===== config.mk =====
export PLATFORM = sky130hd
export DESIGN_NAME = ptb_timebase
export DESIGN_NICKNAME = d
export VERILOG_FILES = /design/src/design/ptb_pkg.sv /design/src/design/ptb_timebase.sv /design/src/design/ptb_sync2.sv
export VERILOG_INCLUDE_DIRS = /design/src /design/src/design
export SDC_FILE = /design/constraint.sdc
export NUM_CORES = 1
export LEC_CHECK = 0
export BUFFER_PORTS_ARGS = -buffer_cell sky130_fd_sc_hd__buf_2
export CAP_MARGIN = 20
export CORE_MARGIN = 3
export CORE_UTILIZATION = 35
export CTS_BUF_LIST = sky130_fd_sc_hd__clkbuf_8 sky130_fd_sc_hd__clkbuf_16
export DETAILED_ROUTE_END_ITERATION = 16
export GPL_ROUTABILITY_DRIVEN = 0
export PLACE_DENSITY = 0.51
export RECOVER_POWER = 50
export SLEW_MARGIN = 25
export SYNTH_ARGS = -nofsm -noshare
export SYNTH_HDL_FRONTEND = slang
export SYNTH_SLANG_ARGS = --single-unit

===== constraint.sdc =====
create_clock -name core_clk -period 2.4 [get_ports core_clk]
set_clock_uncertainty 0.05 [all_clocks]
set_input_delay 0.36 -clock core_clk [delete_from_list [all_inputs] [get_ports core_clk]]
set_output_delay 0.36 -clock core_clk [all_outputs]
set_load 0.03 [all_outputs]

===== src/design/ptb_regs.svh =====
`ifndef PTB_REGS_SVH
`define PTB_REGS_SVH
// ****************************************
// Register map
// ****************************************
`define PTB_ADDR_W        4
`define PTB_OFS_CONTROL   4'h0
`define PTB_OFS_STATUS    4'h1
`define PTB_OFS_MASK      4'h2
// ****************************************
// Control register fields
// ****************************************
`define PTB_BIT_PENDING   7
`define PTB_BIT_RATE_HI   6
`define PTB_BIT_RATE_LO   4
`define PTB_BIT_ACK       3
`define PTB_BIT_IRQEN     2
`define PTB_BIT_ENABLE    1
`define PTB_CONTROL_RST   8'h00
`define PTB_EVENT_RST     2'h0
// ****************************************
// Divider chain
// ****************************************
`define PTB_CHAIN_W       15
`define PTB_PREDIV_W      7
`endif


===== src/design/ptb_pkg.sv =====
package ptb_pkg;
	typedef struct packed {
		logic [2:0] rateSelect;
		logic       periodIrqEnable;
		logic       unitEnable;
	} ptb_ctrl_t;

	typedef struct packed {
		logic [3:0] addr;
		logic [7:0] wdata;
		logic       wr;
		logic       rd;
	} ptb_bus_t;

	typedef enum logic [1:0] {
		PTB_RUN  = 2'b00,
		PTB_WAIT = 2'b01,
		PTB_STOP = 2'b10
	} ptb_mode_t;
endpackage


===== src/design/ptb_timebase.sv =====
// Function
// - Disabled unit holds divider chain at zero; counts up once enabled.
// - Overflow at selected tap sets pending flag; flag read-only.
// - Interrupt request while pending flag and interrupt enable both set.
// - Writing one to acknowledge clears pending flag; zero has no effect.
// - Acknowledge bit holds no state and always reads zero.
// - First flag after enable at about half period, then exact period.
// - Rate codes give dividers 32768,8192,2048,128,64,32,16,8.
// - Extra predivide option multiplies every divider by 128.
// - Divider chain has fifteen binary stages with eight selectable taps.
// - Chain is stepped by oscillator clock ticks from clock generator.
// - Counting continues in wait mode; register access blocked there.
// - In stop mode runs only if oscillator runs in stop.
// - Register access blocked while in stop mode.
// - Reset clears unit enable and interrupt enable.
// - Disable then enable restarts the divider chain from zero.
//
// The address-and-strobe port and the placing of the registers were decided locally.
`timescale 1ns/10ps
`include "ptb_regs.svh"
module ptb_timebase
	import ptb_pkg::*;
(
	input  wire logic       core_clk,
	input  wire logic       rstn,
	input  wire logic [3:0] addr,
	input  wire logic [7:0] wdata,
	input  wire logic       wr,
	input  wire logic       rd,
	output      logic [7:0] rdata,
	input  wire logic       oscTick,
	input  wire logic       extraPredivOption,
	input  wire logic       oscRunInStopOption,
	input  wire logic       waitMode,
	input  wire logic       stopMode,
	output      logic       periodIrq,
	output      logic       stopWakeup,
	output      logic       irqOut
);
	// ****************************************
	// Reset release and input synchronisers
	// ****************************************
	logic rstMeta;
	logic rstSync;

	always_ff @(posedge core_clk or negedge rstn)
	begin
		if (!rstn)
		begin
			rstMeta <= 1'b0;
			rstSync <= 1'b0;
		end
		else
		begin
			rstMeta <= 1'b1;
			rstSync <= rstMeta;
		end
	end

	logic tickSync;
	logic preSync;
	logic oscStopSync;
	logic waitSync;
	logic stopSync;

	ptb_sync2 uSyncTick
	(
		.core_clk (core_clk),
		.rstn     (rstSync),
		.din      (oscTick),
		.dout     (tickSync)
	);

	ptb_sync2 uSyncPre
	(
		.core_clk (core_clk),
		.rstn     (rstSync),
		.din      (extraPredivOption),
		.dout     (preSync)
	);

	ptb_sync2 uSyncOscStop
	(
		.core_clk (core_clk),
		.rstn     (rstSync),
		.din      (oscRunInStopOption),
		.dout     (oscStopSync)
	);

	ptb_sync2 uSyncWait
	(
		.core_clk (core_clk),
		.rstn     (rstSync),
		.din      (waitMode),
		.dout     (waitSync)
	);

	ptb_sync2 uSyncStop
	(
		.core_clk (core_clk),
		.rstn     (rstSync),
		.din      (stopMode),
		.dout     (stopSync)
	);

	// ****************************************
	// State
	// ****************************************
	ptb_bus_t                   bus;
	ptb_ctrl_t                  ctrl;
	ptb_ctrl_t                  next_ctrl;
	ptb_mode_t                  mode;
	logic                       tickPrev;
	logic                       next_tickPrev;
	logic [`PTB_PREDIV_W-1:0]   prediv;
	logic [`PTB_PREDIV_W-1:0]   next_prediv;
	logic [`PTB_CHAIN_W-1:0]    chain;
	logic [`PTB_CHAIN_W-1:0]    next_chain;
	logic                       pending;
	logic                       next_pending;
	logic [1:0]                 evStatus;
	logic [1:0]                 next_evStatus;
	logic [1:0]                 evMask;
	logic [1:0]                 next_evMask;
	logic [7:0]                 next_rdata;
	logic                       next_periodIrq;
	logic                       next_stopWakeup;
	logic                       next_irqOut;
	logic                       countStep;
	logic                       chainStep;
	logic                       tapHit;
	logic                       running;
	logic                       access;
	logic [`PTB_CHAIN_W-1:0]    nextCount;
	logic [7:0]                 controlView;

	assign bus = '{addr: addr, wdata: wdata, wr: wr, rd: rd};

	// ****************************************
	// Power mode
	// ****************************************
	always_comb
	begin
		case ({stopSync, waitSync})
			2'b00:   mode = PTB_RUN;
			2'b01:   mode = PTB_WAIT;
			default: mode = PTB_STOP;
		endcase
	end

	// Wait keeps counting; stop only with the oscillator kept alive
	always_comb
	begin
		case (mode)
			PTB_RUN:  running = 1'b1;
			PTB_WAIT: running = 1'b1;
			PTB_STOP: running = oscStopSync;
			default:  running = 1'b0;
		endcase
	end

	assign access = (mode == PTB_RUN);

	// ****************************************
	// Divider chain
	// ****************************************
	// Oscillator tick edge counts one step; it clocks the chain directly unless the predivide is on
	assign countStep = tickSync & ~tickPrev & ctrl.unitEnable & running;
	// Optional divide by 128 ahead of the chain
	assign chainStep = countStep & (!preSync || (&prediv));
	assign nextCount = chain + 15'h0001;

	// ****************************************
	// Tap selection
	// ****************************************
	// The tap bit rising from 0 to 1 marks the event. Bit k toggles every
	// 2^k steps, so from a cleared chain the first rise comes after half
	// the divider and every later rise a full divider on. Watching the
	// fall instead would push the first event out to a full period.
	always_comb
	begin
		case (ctrl.rateSelect)
			3'h0:    tapHit = ~chain[14] & nextCount[14];
			3'h1:    tapHit = ~chain[12] & nextCount[12];
			3'h2:    tapHit = ~chain[10] & nextCount[10];
			3'h3:    tapHit = ~chain[6] & nextCount[6];
			3'h4:    tapHit = ~chain[5] & nextCount[5];
			3'h5:    tapHit = ~chain[4] & nextCount[4];
			3'h6:    tapHit = ~chain[3] & nextCount[3];
			default: tapHit = ~chain[2] & nextCount[2];
		endcase
	end

	always_comb
	begin
		next_tickPrev = tickSync;
		next_prediv   = prediv;
		next_chain    = chain;
		if (!ctrl.unitEnable)
		begin
			next_prediv = '0;
			next_chain  = '0;
		end
		else
		begin
			if (countStep)
				next_prediv = prediv + 7'h01;
			if (chainStep)
				next_chain = nextCount;
		end
	end

	// ****************************************
	// Register access and flags
	// ****************************************
	always_comb
	begin
		controlView                  = 8'h00;
		controlView[`PTB_BIT_PENDING] = pending;
		controlView[`PTB_BIT_RATE_HI:`PTB_BIT_RATE_LO] = ctrl.rateSelect;
		controlView[`PTB_BIT_ACK]    = 1'b0;
		controlView[`PTB_BIT_IRQEN]  = ctrl.periodIrqEnable;
		controlView[`PTB_BIT_ENABLE] = ctrl.unitEnable;
	end

	always_comb
	begin
		next_ctrl     = ctrl;
		next_pending  = pending;
		next_evStatus = evStatus;
		next_evMask   = evMask;
		next_rdata    = 8'h00;
		if (access && bus.wr)
		begin
			case (bus.addr)
				`PTB_OFS_CONTROL:
				begin
					next_ctrl.rateSelect      = bus.wdata[`PTB_BIT_RATE_HI:`PTB_BIT_RATE_LO];
					next_ctrl.periodIrqEnable = bus.wdata[`PTB_BIT_IRQEN];
					next_ctrl.unitEnable      = bus.wdata[`PTB_BIT_ENABLE];
					if (bus.wdata[`PTB_BIT_ACK])
						next_pending = 1'b0;
				end
				`PTB_OFS_MASK:
					next_evMask = bus.wdata[1:0];
				default:
					next_evMask = evMask;
			endcase
		end
		if (access && bus.rd)
		begin
			case (bus.addr)
				`PTB_OFS_CONTROL: next_rdata = controlView;
				`PTB_OFS_STATUS:
				begin
					next_rdata    = {6'h00, evStatus};
					next_evStatus = 2'h0;
				end
				`PTB_OFS_MASK:    next_rdata = {6'h00, evMask};
				default:          next_rdata = 8'h00;
			endcase
		end
		// Hardware set wins over any clear in the same cycle
		if (chainStep && tapHit)
		begin
			next_pending     = 1'b1;
			next_evStatus[0] = 1'b1;
			if (mode == PTB_STOP)
				next_evStatus[1] = 1'b1;
		end
	end

	// ****************************************
	// Interrupt outputs
	// ****************************************
	// Built from the next flag values so that each output flip-flop
	// moves on the same edge as the flag behind it.
	always_comb
	begin
		next_periodIrq  = next_pending & next_ctrl.periodIrqEnable;
		next_stopWakeup = next_periodIrq & (mode == PTB_STOP);
		next_irqOut     = |(next_evStatus & next_evMask);
	end

	// ****************************************
	// Registers
	// ****************************************
	// Divider chain group
	always_ff @(posedge core_clk or negedge rstSync)
	begin
		if (!rstSync)
		begin
			tickPrev <= 1'b0;
			prediv   <= '0;
			chain    <= '0;
		end
		else
		begin
			tickPrev <= next_tickPrev;
			prediv   <= next_prediv;
			chain    <= next_chain;
		end
	end

	// Control and flag group
	always_ff @(posedge core_clk or negedge rstSync)
	begin
		if (!rstSync)
		begin
			ctrl.rateSelect      <= 3'(`PTB_CONTROL_RST >> `PTB_BIT_RATE_LO);
			ctrl.periodIrqEnable <= 1'(`PTB_CONTROL_RST >> `PTB_BIT_IRQEN);
			ctrl.unitEnable      <= 1'(`PTB_CONTROL_RST >> `PTB_BIT_ENABLE);
			pending              <= 1'b0;
			evStatus             <= `PTB_EVENT_RST;
			evMask               <= `PTB_EVENT_RST;
			rdata                <= 8'h00;
		end
		else
		begin
			ctrl     <= next_ctrl;
			pending  <= next_pending;
			evStatus <= next_evStatus;
			evMask   <= next_evMask;
			rdata    <= next_rdata;
		end
	end

	// Interrupt output group
	always_ff @(posedge core_clk or negedge rstSync)
	begin
		if (!rstSync)
		begin
			periodIrq  <= 1'b0;
			stopWakeup <= 1'b0;
			irqOut     <= 1'b0;
		end
		else
		begin
			periodIrq  <= next_periodIrq;
			stopWakeup <= next_stopWakeup;
			irqOut     <= next_irqOut;
		end
	end
endmodule // ptb_timebase


===== src/design/ptb_sync2.sv =====
`timescale 1ns/10ps
module ptb_sync2
(
	input  wire logic core_clk,
	input  wire logic rstn,
	input  wire logic din,
	output      logic dout
);
	logic stage1;
	logic next_stage1;
	logic next_dout;

	always_comb
	begin
		next_stage1 = din;
		next_dout   = stage1;
	end

	always_ff @(posedge core_clk or negedge rstn)
	begin
		if (!rstn)
		begin
			stage1 <= 1'b0;
			dout   <= 1'b0;
		end
		else
		begin
			stage1 <= next_stage1;
			dout   <= next_dout;
		end
	end
endmodule // ptb_sync2


==> impl_results.md <==
* Status: complete, but fails checks
* Violated checks: negative setup slack
* Number of detailed-routing iterations run before antenna repair at 4
* Wire length of the first global-routing pass at 8060 um
* Number of antenna violations at the first check in global routing at 0
* Total Die Area at 8120 um2
* Sw frac at 0.255
* Number of distinct library cells after synthesis at 45
* Clock-pin slew of the registers on the worst-case setup and hold paths at 0.10 ns
* Period utilisation layout at 1.01
* Final setup violating endpoints at 1
* Starting DRC count in detailed routing at 49
* Count of mapped cells out of synthesis at 209
* CP peak stage delay at 0.46 ns
* Total clock buffers created by CTS at 5
* Clock latency on the worst-skew pair at 0.31 ns
* Count of placed standard cells in the final layout, fillers left out at 355
* Slowest cell on crit path: mux4_2
* Vias in the first global route at 1685
* Area growth syn-to-layout at 19.7%
* Sort of element at the start of the critical path: flip-flop
* Vias per cell at 4.62
* Kind of critical path: reg -> reg
* TritonCTS clock tree: done
* Biggest area consumer among synthesized cells: dfrtp_1
* Min Clock Period, post-route at 2.43 ns
* Via Count at 1640
* Maximum buffer depth of the clock tree at 2
* CP required at 2.56 ns
* Part of the Yosys area used for sequential elements at 0.556
* Net Switching at 422 uW
* Buffer type at the clock tree root: clkbuf_8
* Number of cell rows at 30
* Worst ir drop on vdd at 243 uV
* Overall track demand over capacity in global routing at 0.122
* Internal power at 1.23 mW
* Proportion of power drawn by flip-flops and latches at 0.607
* Core Area at 6830 um2
* Nets in the synthesized netlist at 240
* Post-detailed-route count of antenna-violating nets at 0
* Crit-path max FO at 5
* Post-Synthesis Mean Instance Area at 11.8 um2
* Height of the chip at 90.1 um
* Setup slack of the worst register-to-register path at -0.03 ns
* Top FF cell, synth: dfrtp_1
* Crit path DAT at 2.59 ns
* H-tree depth reported by CTS at 2
* Detail Placement HPWL at 3310 um
* Worst min path class: in -> reg
* Average wire length per cell after detail routing at 12.9 um
* Power density cells at 557 nW/um2
* Synthesized cell area at 2480 um2
* Setup tns final at -0.0316 ns
* Kind of end point of the critical path: flip-flop
* Number of placed instances with taps included at 344
* Power share of the combinational group at 0.081
* Max-slew headroom at the worst pin at 0.356
* Worst Max-Slew Pin Slew at 0.966 ns
* Antenna Cells at 0
* Syn. warnings at 0
* Largest cells by area after synthesis: dfrtp_1, ha_1, and2_1
* Cell family with the largest share of critical-path delay: multiplexers
* Setup WS post-layout at -0.0316 ns
* Number of enable flip-flop cells after synthesis at 0
* Setup repair after global routing missed its margin: true
* DRC viols at 0
* Remaining global-route overflow at 0
* Clock power share at 0.312
* Proportion of synthesized flip-flops having asynchronous set or reset at 1.00
* Highest Clock Rate at 411 MHz
* Cells traversed along the worst timing path: and4_4 -> nand4_1 -> nor3_2 -> and3_1 -> ha_2 -> mux4_2 -> mux2i_2 -> nor4_4 -> a31o_1 -> a32o_1
* Count of max-cap constraint violations at 0
* I/O pin total at 32
* Maximum number of pins on one net before global-route repair at 29
* Layout cell share with drive strength beyond 1 at 0.286
* Portion of synthesized cell area occupied by the leading cell type at 0.556
* Die span in x at 90.1 um
* Starting Density at 0.362
* Final Slew Violations at 0
* CP Buf/Inv Count at 0
* Static leakage at 1.53 nW
* NumNets Final at 289
* Post-synthesis register bit count at 55
* Post-Route WL at 4580 um
* Clock Sink Count at 55
* Buffers added on ports at 29
* Hold Vio Cnt, Final at 0
## cell usage in the layout, fill, tap and decap left out, types with 5 or more instances in the layout
cell type	n
and2_1	17
buf_2	28
buf_4	17
clkbuf_8	5
dfrtp_1	55
ha_1	8
inv_1	14
mux2_2	7
nand2_1	21
nand4_1	5
nor4_1	5
o211a_1	8
xnor2_1	6
## cell usage after synthesis, types with 2 or more instances
| master | n |
|---|---|
| mux4_2 | 2 |
| ha_1 | 10 |
| o21ai_0 | 4 |
| nand3b_1 | 3 |
| conb_1 | 2 |
| nor3_1 | 4 |
| a21boi_0 | 3 |
| nand4_1 | 5 |
| o21a_1 | 2 |
| buf_2 | 2 |
| nand2_1 | 21 |
| and2_1 | 17 |
| inv_1 | 13 |
| and4_1 | 2 |
| mux2_2 | 7 |
| xor2_1 | 4 |
| nand3_1 | 5 |
| nor3b_1 | 2 |
| and3_1 | 3 |
| nor4_1 | 5 |
| clkbuf_1 | 3 |
| dfrtp_1 | 55 |
| o211a_1 | 8 |
| xnor2_1 | 6 |
## area by class of cell
| class | count | area, um2 |
|---|---|---|
| sequential | 55 | 1380 |
| inverter | 13 | 48.8 |
| fill | 703 | 3870 |
| multi-input combinational | 135 | 1040 |
| clock buffer | 5 | 68.8 |
| tap | 96 | 120 |
| timing repair buffer | 48 | 287 |
| clock inverter | 3 | 20.0 |
## through the flow
step	power (mW)	setup slack [ns]	util	hold WS, ns	instance area (um2)
after floorplan	1.10	0.0236	-	0.0144	2490
after global placement	1.16	-0.0645	0.419	0.0957	2860
after detailed placement	1.16	-0.0558	0.419	0.0978	2860
after CTS	1.69	-0.0384	0.435	0.0836	2970
after global routing	1.74	-0.118	0.434	0.0714	2960
final	1.65	-0.0316	0.434	0.0952	2960
## worst reg2reg max path, stage by stage, from the launching register on
cell	delay, ns
dfrtp_1	0.40
and4_4	0.20
nand4_1	0.12
nor3_2	0.06
and3_1	0.16
ha_2	0.15
mux4_2	0.46
mux2i_2	0.21
nor4_4	0.10
a31o_1	0.23
a32o_1	0.20
## worst paths after layout
path,from,to,cells past startpoint
setup / recovery,chain[6],irqOut,10
hold / removal,oscTick,uSyncTick.next_dout,1
setup reg to reg,chain[6],irqOut,10
hold reg to reg,uSyncTick.next_dout,uSyncTick.dout,0
max in group asynchronous,rstSync,prediv[4],1
min in group asynchronous,rstn,rstMeta,2
## routing by layer
layer  global-route usage  vias to the layer above  share of wire
met5                    0                        -              0
met4               0.0344                        0          0.012
met3               0.0310                        6          0.037
met2                0.200                       24           0.47
met1                0.160                      792           0.48
li1                     -                      818              -
## repair_timing
item / 4_1_cts / 5_1_grt
resized for setup: 2 / 0
hold buffers: 1 / 0
hold endpoints to repair: 2 / 0
pin swaps: 5 / 5
setup endpoints to repair: 1 / 2
setup buffers: 1 / 1
## power by group through the flow
stage / Clock (mW) / Combinational (mW) / Sequential (mW)
floorplan: 0 / 0.0801 / 1.02
global placement: 0 / 0.136 / 1.02
detailed placement: 0 / 0.138 / 1.02
CTS: 0.547 / 0.140 / 1.01
global route: 0.574 / 0.149 / 1.01
finish: 0.516 / 0.133 / 1.00
## flip-flops by register name, summed over array words and instances (netlist names), 2 cells and up
name,cells
prediv,7
rdata,7
evMask,2
chain,15
controlView,5
evStatus,2
## cells by family after synthesis
family          synth area share
simple gates               0.189
flops                      0.556
compound gates            0.0809
buf+inv                   0.0313
fa+ha+maj                 0.0505
xor+xnor                  0.0354
mux                       0.0541
other cells              0.00303
No activity file was read; power rests on OpenSTA's default activity.
